===== src/hw/dma_arb_pkg.sv =====
// Package: register indices, field positions, reset values and carrier types
// Assumes APB with 32-bit data; byte address is four times a register index
package dma_arb_pkg;
  // ==========================================================
  // Channel geometry
  localparam int NUM_CH = 8;
  localparam int CH_W = 3;
  localparam int ADDR_W = 16;
  localparam int DATA_W = 16;
  localparam int PADDR_W = 12;
  // ==========================================================
  // Register indices
  localparam logic [9:0] IDX_IRQ_PRIO_C = 10'h0ba;
  localparam logic [9:0] IDX_IRQ_PRIO_A = 10'h0bb;
  localparam logic [9:0] IDX_IRQ_PRIO_B = 10'h0bc;
  localparam logic [9:0] IDX_IRQ_PRIO_D = 10'h0c2;
  localparam logic [9:0] IDX_IRQ_PRIO_E = 10'h0c6;
  localparam logic [9:0] IDX_STATUS_FIRST = 10'h0a0;
  localparam logic [9:0] IDX_STATUS_SECOND = 10'h0a1;
  localparam logic [9:0] IDX_LAST_RAM_OFFSET = 10'h0a2;
  localparam logic [9:0] IDX_INT_CONTROL_FIRST = 10'h0a3;
  localparam logic [9:0] IDX_CHANNEL_CONFIG = 10'h0a4;
  localparam logic [9:0] IDX_FORCE = 10'h0a5;
  localparam logic [9:0] IDX_OVERRUN = 10'h0a6;
  // ==========================================================
  // Field positions and reset values
  localparam int RAM_COL_LSB = 0;
  localparam int PER_COL_LSB = 8;
  localparam int LAST_CH_LSB = 0;
  localparam int PINGPONG_LSB = 8;
  localparam int DIR_LSB = 0;
  localparam int IRQ_EN_LSB = 8;
  localparam int CTRL_ERR_BIT = 5;
  localparam logic [15:0] IRQ_PRIO_RST = 16'h4444;
  localparam logic [15:0] ZERO16 = 16'h0000;
  // ==========================================================
  // Carrier for one write port
  typedef struct packed {
    logic en;
    logic [ADDR_W-1:0] addr;
    logic [DATA_W-1:0] data;
  } wr_s;
  typedef enum logic [0:0] {
    ARB_IDLE = 1'b0,
    ARB_BUSY = 1'b1
  } arb_state_e;
endpackage


===== src/hw/dma_arbitration_collision_unit.sv =====
// Shared arbitration, request latching, write collision and debug logic of an
// eight-channel DMA controller, with an APB register slave.
// Assumes request, completion and write inputs come from logic on clk.
// What this block does
// - Fixed priority: channel 0 highest, channel 7 lowest.
// - Every incoming request to an unblocked channel outside sleep is held in a per-channel latch.
// - Grant at once when nothing runs and nothing else waits.
// - No other channel is granted until the current transfer completes.
// - Among several outstanding requests the highest priority wins, others wait.
// - Requests arriving mid-transfer join arbitration for the next grant.
// - A waiting request stays latched until higher channels are serviced.
// - A duplicate request to a latched channel is discarded, original kept.
// - A latch clears only when its channel's transfer completes.
// - Overrun is detected only for peripheral-to-RAM channels.
// - On same-address simultaneous writes the CPU write wins and a trap rises.
// - A read racing a write gets old data and raises nothing.
// - Same RAM address writes set the channel's RAM collision flag.
// - Same peripheral address writes set the channel's peripheral collision flag unless RAM also collides.
// - All collision flags are ORed into one fault trap.
// - Clearing the error status bit clears every collision flag.
// - A channel with a collision flag set ignores new requests.
// - A real collision sets one flag; both flags mean manual trigger error.
// - Record last channel, its RAM offset and ping-pong buffer used.
// - Arbitration, request latching, completion and DMA writes stop during sleep; APB and CPU writes go on.
// - In idle, transfers go on and block completion raises irq and wakes CPU.
// - A force onto a waiting peripheral request is dropped and sets both flags.
`timescale 1ns/100ps
module dma_arbitration_collision_unit
(
  input wire logic clk,
  input wire logic arst_n,
  input wire logic psel,
  input wire logic penable,
  input wire logic pwrite,
  input wire logic [dma_arb_pkg::PADDR_W-1:0] paddr,
  input wire logic [31:0] pwdata,
  output logic [31:0] prdata,
  output logic pready,
  output logic pslverr,
  input wire logic [dma_arb_pkg::NUM_CH-1:0] periphReq,
  input wire logic xferDone,
  input wire logic blockDone,
  input wire logic [dma_arb_pkg::ADDR_W-1:0] xferRamOffset,
  input wire logic xferBuffer,
  input wire logic sleepMode,
  input wire logic idleMode,
  input wire dma_arb_pkg::wr_s cpuRamWr,
  input wire dma_arb_pkg::wr_s dmaRamWr,
  input wire dma_arb_pkg::wr_s cpuPerWr,
  input wire dma_arb_pkg::wr_s dmaPerWr,
  output dma_arb_pkg::wr_s ramWr,
  output dma_arb_pkg::wr_s perWr,
  output logic grantValid,
  output logic [dma_arb_pkg::CH_W-1:0] grantChannel,
  output logic faultTrap,
  output logic [dma_arb_pkg::NUM_CH-1:0] channelIrq,
  output logic cpuWake
);
  localparam int N = dma_arb_pkg::NUM_CH;

  // ==========================================================
  // State
  dma_arb_pkg::arb_state_e state;
  logic [N-1:0] latched;
  logic [N-1:0] ramColFlag;
  logic [N-1:0] perColFlag;
  logic [N-1:0] overrunFlag;
  logic [N-1:0] dirPerToRam;
  logic [N-1:0] irqEnable;
  logic [N-1:0] pingpong;
  logic [3:0] lastChannel;
  logic [15:0] lastRamOffset;
  logic errStatus;
  logic [15:0] prioA;
  logic [15:0] prioB;
  logic [15:0] prioC;
  logic [15:0] prioD;
  logic [15:0] prioE;

  // ==========================================================
  // APB decode
  wire [9:0] regIdx = paddr[11:2];
  wire apbAccess = psel & penable & ~pready;
  wire apbDone = psel & penable & pready;
  wire apbWrite = apbDone & pwrite & ~pslverr;
  wire selPrioA = regIdx == dma_arb_pkg::IDX_IRQ_PRIO_A;
  wire selPrioB = regIdx == dma_arb_pkg::IDX_IRQ_PRIO_B;
  wire selPrioC = regIdx == dma_arb_pkg::IDX_IRQ_PRIO_C;
  wire selPrioD = regIdx == dma_arb_pkg::IDX_IRQ_PRIO_D;
  wire selPrioE = regIdx == dma_arb_pkg::IDX_IRQ_PRIO_E;
  wire selStat1 = regIdx == dma_arb_pkg::IDX_STATUS_FIRST;
  wire selStat2 = regIdx == dma_arb_pkg::IDX_STATUS_SECOND;
  wire selOffset = regIdx == dma_arb_pkg::IDX_LAST_RAM_OFFSET;
  wire selIntCtl = regIdx == dma_arb_pkg::IDX_INT_CONTROL_FIRST;
  wire selConfig = regIdx == dma_arb_pkg::IDX_CHANNEL_CONFIG;
  wire selForce = regIdx == dma_arb_pkg::IDX_FORCE;
  wire selOverrun = regIdx == dma_arb_pkg::IDX_OVERRUN;
  wire anySel = selPrioA | selPrioB | selPrioC | selPrioD | selPrioE | selStat1 | selStat2 |
    selOffset | selIntCtl | selConfig | selForce | selOverrun;
  wire [N-1:0] forceReq = (apbWrite & selForce & ~sleepMode) ? pwdata[N-1:0] : '0;
  wire errClear = apbWrite & selIntCtl & ~pwdata[dma_arb_pkg::CTRL_ERR_BIT];
  wire [N-1:0] overrunClear = (apbWrite & selOverrun) ? pwdata[N-1:0] : '0;

  wire [15:0] stat1Word = {perColFlag, ramColFlag};
  wire [15:0] stat2Word = {pingpong, 4'h0, lastChannel};
  wire [15:0] intCtlWord = 16'(errStatus) << dma_arb_pkg::CTRL_ERR_BIT;
  wire [15:0] configWord = {irqEnable, dirPerToRam};
  wire [15:0] readWord =
    selPrioA ? prioA :
    selPrioB ? prioB :
    selPrioC ? prioC :
    selPrioD ? prioD :
    selPrioE ? prioE :
    selStat1 ? stat1Word :
    selStat2 ? stat2Word :
    selOffset ? lastRamOffset :
    selIntCtl ? intCtlWord :
    selConfig ? configWord :
    selOverrun ? {8'h00, overrunFlag} :
    dma_arb_pkg::ZERO16;

  // One wait state: answer registered in the access phase
  always_ff @(posedge clk or negedge arst_n)
  begin
    if (!arst_n)
    begin
      pready <= 1'b0;
      pslverr <= 1'b0;
      prdata <= 32'h0000_0000;
    end
    else
    begin
      pready <= apbAccess;
      pslverr <= apbAccess & ~anySel;
      if (apbAccess)
        prdata <= {16'h0000, readWord};
    end
  end

  always_ff @(posedge clk or negedge arst_n)
  begin
    if (!arst_n)
    begin
      prioA <= dma_arb_pkg::IRQ_PRIO_RST;
      prioB <= dma_arb_pkg::IRQ_PRIO_RST;
      prioC <= dma_arb_pkg::IRQ_PRIO_RST;
      prioD <= dma_arb_pkg::IRQ_PRIO_RST;
      prioE <= dma_arb_pkg::IRQ_PRIO_RST;
      dirPerToRam <= '0;
      irqEnable <= '0;
    end
    else if (apbWrite)
    begin
      if (selPrioA) prioA <= pwdata[15:0];
      if (selPrioB) prioB <= pwdata[15:0];
      if (selPrioC) prioC <= pwdata[15:0];
      if (selPrioD) prioD <= pwdata[15:0];
      if (selPrioE) prioE <= pwdata[15:0];
      if (selConfig) dirPerToRam <= pwdata[7:0];
      if (selConfig) irqEnable <= pwdata[15:8];
    end
  end

  // ==========================================================
  // Arbitration
  // Lowest index wins
  function automatic logic [dma_arb_pkg::CH_W-1:0] pick(input logic [N-1:0] req);
    logic [dma_arb_pkg::CH_W-1:0] ch;
    ch = '0;
    for (int i = N - 1; i >= 0; i--)
      if (req[i]) ch = dma_arb_pkg::CH_W'(i);
    return ch;
  endfunction

  wire busy = state == dma_arb_pkg::ARB_BUSY;
  wire completing = busy & xferDone & ~sleepMode;
  // Grant only from idle and never during sleep
  wire startGrant = ~busy & (|latched) & ~sleepMode;
  wire [dma_arb_pkg::CH_W-1:0] winner = pick(latched);
  wire [N-1:0] blocked = ramColFlag | perColFlag;
  wire [N-1:0] doneOneHot = completing ? (N'(1) << grantChannel) : '0;
  wire ramHit = cpuRamWr.en & dmaRamWr.en & (cpuRamWr.addr == dmaRamWr.addr) & busy;
  wire perHit = cpuPerWr.en & dmaPerWr.en & (cpuPerWr.addr == dmaPerWr.addr) & busy;
  // One flag per real collision, RAM preferred
  wire [N-1:0] ramColSet = ramHit ? (N'(1) << grantChannel) : '0;
  wire [N-1:0] perColSet = (perHit & ~ramHit) ? (N'(1) << grantChannel) : '0;

  // Hold grant until completion, then rearbitrate
  always_ff @(posedge clk or negedge arst_n)
  begin
    if (!arst_n)
    begin
      state <= dma_arb_pkg::ARB_IDLE;
      grantValid <= 1'b0;
      grantChannel <= '0;
    end
    else
    begin
      unique case (state)
        dma_arb_pkg::ARB_IDLE:
        begin
          if (startGrant)
          begin
            state <= dma_arb_pkg::ARB_BUSY;
            grantValid <= 1'b1;
            grantChannel <= winner;
          end
        end
        dma_arb_pkg::ARB_BUSY:
        begin
          if (completing)
          begin
            state <= dma_arb_pkg::ARB_IDLE;
            grantValid <= 1'b0;
          end
        end
      endcase
    end
  end

  // ==========================================================
  // Per-channel request latch and flags
  logic [N-1:0] forceError;
  generate
    for (genvar i = 0; i < N; i++)
    begin : g_ch
      wire live = ~blocked[i] & ~sleepMode;
      // Force onto a waiting request is an error
      wire forceErr = forceReq[i] & latched[i] & ~doneOneHot[i];
      wire accept = live & (periphReq[i] | (forceReq[i] & ~forceErr));
      // Duplicate only counted when peripheral to RAM
      wire dup = live & periphReq[i] & latched[i] & ~doneOneHot[i] & dirPerToRam[i];
      assign forceError[i] = forceErr;
      always_ff @(posedge clk or negedge arst_n)
      begin
        if (!arst_n)
        begin
          latched[i] <= 1'b0;
          ramColFlag[i] <= 1'b0;
          perColFlag[i] <= 1'b0;
          overrunFlag[i] <= 1'b0;
        end
        else
        begin
          // Hold until own completion; blocked when faulted
          latched[i] <= (latched[i] & ~doneOneHot[i]) | accept;
          ramColFlag[i] <= (ramColFlag[i] & ~errClear) | ramColSet[i] | forceErr;
          perColFlag[i] <= (perColFlag[i] & ~errClear) | perColSet[i] | forceErr;
          overrunFlag[i] <= (overrunFlag[i] & ~overrunClear[i]) | dup;
        end
      end
    end
  endgenerate

  // ==========================================================
  // Error status, trap, debug and idle wake
  wire anyColSet = (|ramColSet) | (|perColSet) | (|forceError);
  always_ff @(posedge clk or negedge arst_n)
  begin
    if (!arst_n)
    begin
      errStatus <= 1'b0;
      faultTrap <= 1'b0;
      lastChannel <= 4'h0;
      lastRamOffset <= 16'h0000;
      pingpong <= '0;
      channelIrq <= '0;
      cpuWake <= 1'b0;
    end
    else
    begin
      // Clear of error status, set wins
      errStatus <= (errStatus & ~errClear) | anyColSet;
      faultTrap <= (|(ramColFlag | ramColSet | perColFlag | perColSet | forceError)) & ~errClear |
        anyColSet;
      if (completing)
      begin
        lastChannel <= {1'b0, grantChannel};
        lastRamOffset <= xferRamOffset;
        pingpong[grantChannel] <= xferBuffer;
      end
      // Block completion irq and idle wake
      channelIrq <= (blockDone ? doneOneHot : '0) & irqEnable;
      cpuWake <= (|((blockDone ? doneOneHot : '0) & irqEnable)) & idleMode;
    end
  end

  // ==========================================================
  // Write ports: CPU prevails, reads are untouched
  always_ff @(posedge clk or negedge arst_n)
  begin
    if (!arst_n)
    begin
      ramWr <= '0;
      perWr <= '0;
    end
    else
    begin
      // CPU write takes the port; dma passes when cpu is quiet
      ramWr <= cpuRamWr.en ? cpuRamWr : ((dmaRamWr.en & busy & ~sleepMode) ? dmaRamWr : '0);
      perWr <= cpuPerWr.en ? cpuPerWr : ((dmaPerWr.en & busy & ~sleepMode) ? dmaPerWr : '0);
    end
  end
endmodule


===== config.mk =====
export PLATFORM = sky130hd
export DESIGN_NAME = dma_arbitration_collision_unit
export DESIGN_NICKNAME = d
export VERILOG_FILES = /design/src/hw/dma_arb_pkg.sv /design/src/hw/dma_arbitration_collision_unit.sv
export SDC_FILE = /design/constraint.sdc
export NUM_CORES = 1
export LEC_CHECK = 0
export ABC_AREA = 0
export BUFFER_PORTS_ARGS = -buffer_cell sky130_fd_sc_hd__buf_4
export CAP_MARGIN = 20
export CORE_MARGIN = 1
export CORE_UTILIZATION = 40
export DETAILED_ROUTE_END_ITERATION = 7
export PLACE_DENSITY = 0.71
export SETUP_SLACK_MARGIN = 0.5
export SYNTH_ARGS = -nofsm -noshare
export SYNTH_HDL_FRONTEND = slang
export SYNTH_SLANG_ARGS = --single-unit

===== constraint.sdc =====
create_clock -name clk -period 2.3 [get_ports clk]
set_input_delay 0.23 -clock clk [delete_from_list [all_inputs] [get_ports clk]]
set_output_delay 0.23 -clock clk [all_outputs]
set_load 0.1 [all_outputs]

==> impl.org, run 1 <==
** Global routing
- Largest net degree at the start of global routing :: 70
- Antenna violations before repair :: 2
- Total global-route track usage :: 29.70%
- Wire length of the first global-routing pass :: 70.51 mm
- Vias in the first global route :: 12110
- Global-route congestion overflow total :: 0

** Layout
- Filler instances :: 2209
- Commonest cells after routing, fill and taps aside :: 376 x buf_4, 229 x dfrtp_1, 163 x dlygate4sd3_1
- Share of layout cells above drive strength 1 :: 38.93%
- Leading cell type in the layout, fill and taps excluded :: buf_4
- The area growth from synthesis to layout is 52.62%.
- For this run, the share of the core covered by cells in the final layout is 62.57%.
- Number of nets in the finished design :: 1854
- Once layout is done, the placed cells without fillers occupy 18690 sq um.

** Drt
- For this run, design rule violations remaining after detail routing come to 0.
- The count of nets left with antenna violations once routing finished came out at 0.
- After the first detailed-routing iteration, the DRC count stood at 1065.
- Summed over all layers, the routed wires come to 47.42 mm.
- Summing over every cut layer, the via total after detailed routing is 11850.
- WL per Instance :: 23.03 um
- Ratio of routed vias to standard cells :: 5.756
- For this run, the detailed router's first-pass iteration total came to 6.

** Run
- # Max-Cap Violations :: 0

** Pwr
- Cell leakage power :: 8.646 nW
- Total power density per cell area :: 710.7 nW/um^2
- Across the VDD grid, the largest voltage drop is 0.0006943 V.

** Worst setup path
- Flop-to-flop setup slack :: 390 ps
- Critical Path Slowest Stage Cell :: dfrtp_4
- For the worst setup path, the data arrival time is 2360 ps.
- Kind of end point of the critical path :: flip-flop
- The critical path goes through nand4_1 -> or2_4 -> buf_6 -> nor3_4 -> buf_4 -> buf_6 -> mux2_4.
- The most numerous cell type found on the critical path is buf_6.
- Largest stage delay on the critical path :: 400 ps
- Worst setup path class :: flip-flop to flip-flop
- Highest fanout seen on the critical path :: 6
- STA classifies the critical path startpoint as a flip-flop.
- Data on the critical path is required at its endpoint by 2750 ps.

** Synth
- Fraction of post-synthesis cell area in the top cell type by area :: 48.01%
- Post-synth EDFFs :: 0
- For this run, the leading register cell type out of synthesis is dfrtp_1.
- In the synthesized netlist the async set-or-reset flop fraction comes to 100.0%.
- The synthesized design contains 255 register bits.
- Summed over all instances, the cell type with the most area after synthesis is dfrtp_1.
- Total number of yosys warnings :: 0
- In the post-synthesis netlist, the biggest area contributors are dfrtp_1 48%, mux2_2 8.3%, a22o_1 5.0%.
- Per-instance average area after synthesis :: 10.97 sq um
- Synthesis handed over a netlist of 1117 instances.
- The synthesized netlist contains 75 unique library cells.
- Sequential share of the synthesized area :: 52.30%
- The synthesized netlist occupies a cell area of 12250 sq um.

** Clock network
- Clock Path Buffers :: 3
- Counting every sink on the clock net gives 255.
- Total CTS buffers :: 29
- Cell chosen for the clock root :: clkbuf_16
- Clock tree from TritonCTS :: done
- Insertion delay to the later sink of the worst-skew pair :: 560 ps
- In this run the number of H-tree levels came out at 1.
- Clock input transition at the sequential cells of the worst setup and hold paths :: 70 ps

** Timing
- Setup total negative slack on the finished layout was measured at 0 ps.
- Setup violations remaining at the end of the flow were counted as 0.
- The number of max-slew violations in the final report is 0.
- Setup skew after layout :: 11.56 ps
- After layout, the worst path uses 83.06% of the clock period.
- Slew margin rel. :: 61.53%
- The final-report hold violation count is 0.
- For the finished layout, the period the worst path requires is 1910 ps.
- Setup repair after global routing could not meet its margin everywhere.
- FMAX :: 0.5235 GHz
- For the pin with the worst max-slew slack, the measured transition is 571.8 ps.

** Placement
- Detailed Place HPWL :: 31.56 mm
- Port buffering added 289 buffers.
- Final RePlAce weighted congestion :: 0.9359
- Cell Area, Placed :: 15370 sq um

** Floorplan
- During I/O placement, the number of pins put on the boundary was 324.
- Starting utilization of the core area :: 41.00%
- From left edge to right edge, the die measures 177.0 um.
- The core region is 29870 sq um.
- The die covers 31330 sq um.
- Floorplan die height :: 177.0 um
- Cell row count :: 63

** Worst hold path
- Hold/Removal Path Class :: primary input to flip-flop

** Outcome
- Outcome :: finished clean
==> cell families after synthesis <==
logic type,share of synthesized area [%]
flops,52.30
simple gates,14.43
mux,10.87
xor+xnor,2.288
other cells,0.03061
buf+inv,4.055
compound gates,16.03
==> stage by stage <==
step | setup WS (ps) | cells | power, mW | hold slack (ps)
after floorplan | 95.66 | 1132 | 6.924 | -65.59
after global placement | 118.4 | 1799 | 7.959 | 238.3
after detailed placement | 86.57 | 1799 | 7.993 | 237.7
after CTS | 446.5 | 2046 | 13.12 | 1.900
after global routing | 367.3 | 2059 | 13.70 | -17.93
final | 389.6 | 2059 | 13.29 | 5.188
==> final cells by class <==
type	count	area, sq um	area share (%)
inverter	15	56.30	0.3012
tap	390	488.0	2.610
clock buffer	33	770.7	4.123
clock inverter	21	221.5	1.185
sequential	255	6424	34.36
timing repair buffer	569	4893	26.18
antenna	2	5.005	0.02677
multi-input combinational	774	5836	31.22
==> power breakdown <==
part	total [mW]	switching, mW	leakage (nW)	internal, mW
sequential	5.06	0.247	3.29	4.81
clock	4.80	2.03	0.478	2.77
combinational	3.43	2.28	4.88	1.14
total	13.3	4.56	8.65	8.73
==> critical path, delay by kind of cell (launching register included) <==
family / cells / cell delay (ps)
and+or+nand+nor: 3 / 640
DFF: 1 / 400
buffers and inverters: 3 / 450
muxes: 1 / 310
==> state kept, by name, indices dropped and copies added (netlist names), 3 cells and up <==
signal         flops
channelIrq         8
dirPerToRam        8
grantChannel       3
irqEnable          8
lastChannel        3
lastRamOffset     16
latched            8
overrunFlag        8
perColFlag         8
perWr             33
pingpong           8
prdata            16
prioA             16
prioB             16
prioC             16
prioD             16
prioE             16
ramColFlag         8
ramWr             33
==> synth_stat cells, types with 18 or more instances <==
cell / count
nand2_1: 127
nor2_1: 38
o21ai_0: 38
nand3_1: 31
dfstp_2: 20
nand4_1: 26
nor3_1: 21
xnor2_1: 23
mux2_2: 90
a21oi_1: 43
clkbuf_1: 48
dfrtp_1: 235
buf_4: 18
a22o_1: 70
==> layer usage <==
layer	vias up	global-route usage, %	wire length (um)
met5	-	0	0
met1	5888	36.96	17780
met2	657	48.58	22870
met4	0	14.55	2367
li1	5183	-	-
met3	123	6.615	4398
==> worst paths after layout <==
path	from	end	cells past startpoint
worst max-delay path	pready	dirPerToRam[7]	7
worst min-delay path	dmaRamWr[16]	ramWr[16]	2
worst max register to register	pready	dirPerToRam[7]	7
worst min register to register	lastChannel[1]	lastChannel[1]	2
max in group asynchronous	arst_n	prioE[2]	3
min in group asynchronous	arst_n	ramWr[22]	2
==> repair_timing <==
action                     CTS  global route
gates resized for setup     37            48
hold endpoints to repair   201             0
setup endpoints to repair   96            89
hold buffers               164             0
gates cloned                 5             1
setup buffers               24            10
pin swaps                   13            14
Note: power is estimated with default switching activity, not from simulation.
==> run 2, diff against run 1 <==
PLACE_DENSITY = 0.74   (was 0.71)
clock period = 1.75 ns   (was 2.3 ns; I/O delays follow)
==> run 2 against run 1 <==
  * The run now ends with negative setup slack left
  * Non-clock buffer count grew 159
  * Via count grew 11%
  * Global-route usage grew 4.6 points
  * Register-to-register slack lost 620 ps
  * Maximum frequency shrank 3.5%
  * Worst setup slack lost 620 ps
  * Utilization grew 12 points
  * Sequential share of layout area shrank 5.5 points
  * Largest cell class is now non-clock buffers
  * Cell count grew 7.6%
  * Critical path depth shrank 1
  * Highest routed layer unchanged
==> impl.org, run 2 (synthesis gave the netlist of run 1 again) <==
** Timing
- The measured slew at the worst slew-check pin is 755.7 ps (was 571.8 ps).
- Hold Vio Cnt, Final :: 0 (unchanged)
- The total negative setup slack came to -5350 ps (was 0 ps).
- Post-route fraction of the period consumed by the critical path :: 113.1% (was 83.06%)
- Final worst slack :: -229.2 ps (was 389.6 ps)
- Number of pins exceeding their max-slew limit in the final report :: 0 (unchanged)
- Unrepaired setup endpoints after global routing :: true (unchanged)
- FMAX :: 0.5053 GHz (was 0.5235 GHz)
- Setup skew after layout :: 33.11 ps (was 11.56 ps)
- Slew margin rel. :: 49.09% (was 61.53%)
- Minimum clock period after layout :: 1979 ps (was 1910 ps)
- The count of endpoints failing setup in the final report came to 90 (was 0).

** Floorplan
- The placeable core area is 29870 sq um (unchanged).
- The row count is 63 (unchanged).
- Number of I/O pins :: 324 (unchanged)
- Die ar. :: 31330 sq um (unchanged)
- Starting utilization of the core area :: 41.00% (unchanged)
- Floorplan die height :: 177.0 um (unchanged)
- DIE WIDTH :: 177.0 um (unchanged)

** Clock network
- Insertion delay to the later sink of the worst-skew pair :: 570 ps (was 560 ps)
- The number of sinks on the clock net is 255 (unchanged).
- The maximum buffer depth of the clock tree came to 3 (unchanged).
- Clock tree from TritonCTS :: done (unchanged)
- The maximum level of the CTS H-tree was 1 (unchanged).
- The post-CTS clock slew at the launch and capture registers of the worst setup and hold paths was 70 ps (about the same).
- The number of buffers added by the clock tree synthesis step is 28 (was 29).
- Cell chosen for the clock root :: clkbuf_16 (unchanged)

** Drt
- Ratio of routed vias to standard cells :: 5.932 (was 5.756)
- Final Routed Wirelength :: 59.25 mm (was 47.42 mm)
- The detailed-routing iteration count for the pre-antenna-repair pass is 6 (unchanged).
- The average wire per cell in the routed design is 26.75 um (was 23.03 um).
- The overall via count from detail_route was 13140 (was 11850).
- Number of antenna-violating nets in the routed design :: 0 (unchanged)
- DRT iter0 DRCs :: 1025 (was 1065)
- # DRC :: 0 (unchanged)

** Placement
- The cell area after placement was 16450 sq um (was 15370 sq um).
- Detailed Place HPWL :: 35.05 mm (was 31.56 mm)
- Final RePlAce weighted congestion :: 0.9863 (was 0.9359)
- The count of input and output buffers came to 289 (unchanged).
- Cell count after placement :: 1900 (was 1799)

** Layout
- Largest registers: perWr: 33 flops, ramWr: 33 flops (unchanged).
- Filler instances :: 1789 (was 2209)
- Non-Filler Instances :: 2215 (was 2059)
- The growth of design area from synthesis to finish came to 81.89% (was 52.62%).
- Share of layout cells above drive strength 1 :: 48.71% (was 38.93%)
- Commonest cells after routing, fill and taps aside :: 362 x buf_4, 228 x dfrtp_1, 175 x dlygate4sd3_1 (was 376 x buf_4, 229 x dfrtp_1, 163 x dlygate4sd3_1)
- Final antenna diode count :: 0 (was 2)
- The commonest non-fill, non-tap cell in the layout is buf_4 (unchanged).
- The post-route standard cell area excluding fillers is 22280 sq um (was 18690 sq um).
- Number of nets in the finished design :: 2013 (was 1854)

** Worst setup path
- The number of logic stages on the critical path including buffering came to 6 (was 7).
- Data arrival, critical path :: 2460 ps (was 2360 ps)
- CP cell instances: buf_4 -> buf_4 -> and3_1 -> nand3_2 -> or4b_4 -> o211ai_1 (was nand4_1 -> or2_4 -> buf_6 -> nor3_4 -> buf_4 -> buf_6 -> mux2_4).
- The most frequent cell on the critical path was buf_4 (was buf_6).
- The startpoint type of the worst setup path was a flip-flop (unchanged).
- Worst setup path class :: flip-flop to flip-flop (unchanged)
- Worst R2R Path Depth :: 6 (was 7)
- Critical path data required time :: 2230 ps (was 2750 ps)
- The startpoint of the most critical register-to-register path is busy (was pready).
- The critical path launch point is busy (was pready).
- Critical Path Slowest Stage Cell :: or4b_4 (was dfrtp_4)
- Highest fanout seen on the critical path :: 5 (was 6)
- FF-to-FF End :: ramColFlag[0] (was dirPerToRam[7])
- Worst path top cell family by delay :: simple AND/OR/NAND/NOR gates (unchanged)
- Flop-to-flop setup slack :: -230 ps (was 390 ps)
- The peak per-stage delay on the critical path is 610 ps (was 400 ps).
- Kind of end point of the critical path :: flip-flop (unchanged)
- The number of buffers and inverters on the critical path is 2 (was 3).

** Worst hold path
- The end point of the most critical hold path is dirPerToRam[6] (was ramWr[16]).
- Hold/Removal Path Class :: primary input to flip-flop (unchanged)
- The beginning of the worst hold path was pwdata[6] (was dmaRamWr[16]).
- The number of cells on the worst hold path is 2 (unchanged).

** Run
- # Max-Cap Violations :: 0 (unchanged)

** Global routing
- The wire length of the first global-routing pass was 80.14 mm (was 70.51 mm).
- Vias in the first global route :: 13160 (was 12110)
- Total global-route track usage :: 34.32% (was 29.70%)
- Antenna violations before repair :: 0 (was 2)
- Global-route congestion overflow total :: 0 (unchanged)
- The maximum number of pins on one net before global-route repair came to 58 (was 70).

** Pwr
- The ratio of total power to cell area is 830.9 nW/um^2 (was 710.7 nW/um^2).
- Cell leakage power :: 10.25 nW (was 8.646 nW)
- The worst vdd rail ir drop came to 0.0008082 V (was 0.0006943 V).

** Outcome
- Violations in the final reports :: negative setup slack
- Outcome :: finished with violations (was finished clean)
[run 2: timing repair]
action	CTS	global route
gates cloned	9	4
pin swaps	40	47
buffers inserted	47	28
hold endpoints to repair	418	0
hold buffers	175	0
endpoints found under the setup margin	336	340
gates resized for setup	237	306
[run 2: worst max path at each step]
stage                     to  slack (ps)
2_1_floorplan  perColFlag[1]        -450
3_3_place_gp       prdata[8]        -270
3_5_place_dp   ramColFlag[6]        -340
4_1_cts            errStatus         -80
5_1_grt        ramColFlag[1]        -240
6_report       ramColFlag[0]        -230
[run 2: area by class of cell]
class / count / area [sq um] / share of cell area [%]
Timing Repair Buffer: 728 / 7684 / 34.49
Multi-Input combinational cell: 775 / 6715 / 30.14
Sequential cell: 255 / 6425 / 28.84
Clock buffer: 37 / 754.5 / 3.386
Tap cell: 390 / 488.0 / 2.190
Clock inverter: 15 / 155.1 / 0.6964
Inverter: 15 / 58.81 / 0.2639
[run 2: metrics by stage]
step	utilization, %	power, mW	hold WS, ps	setup slack (ps)
final	74.58	18.51	22.28	-229.2
after detailed placement	55.06	10.91	130.8	-335.6
after CTS	69.29	17.56	3.457	-75.06
after floorplan	-	9.341	-120.6	-454.3
after global routing	74.58	18.97	13.60	-235.0
after global placement	55.06	10.85	125.1	-270.3
[run 2: power breakdown]
group	switching [mW]	leakage [nW]	internal (mW)	total [mW]
Combinational	3.33	6.53	2.44	5.78
Sequential	0.444	3.29	6.32	6.77
Clock	2.61	0.440	3.36	5.97
Total	6.39	10.3	12.1	18.5
[run 2: metal layers]
metal | global-route usage (%) | vias up | wire length [um]
met5 | 0 | - | 0
met4 | 18.86 | 0 | 4908
met3 | 5.520 | 297 | 4839
met2 | 58.64 | 894 | 28490
met1 | 41.17 | 6461 | 21010
li1 | - | 5488 | -
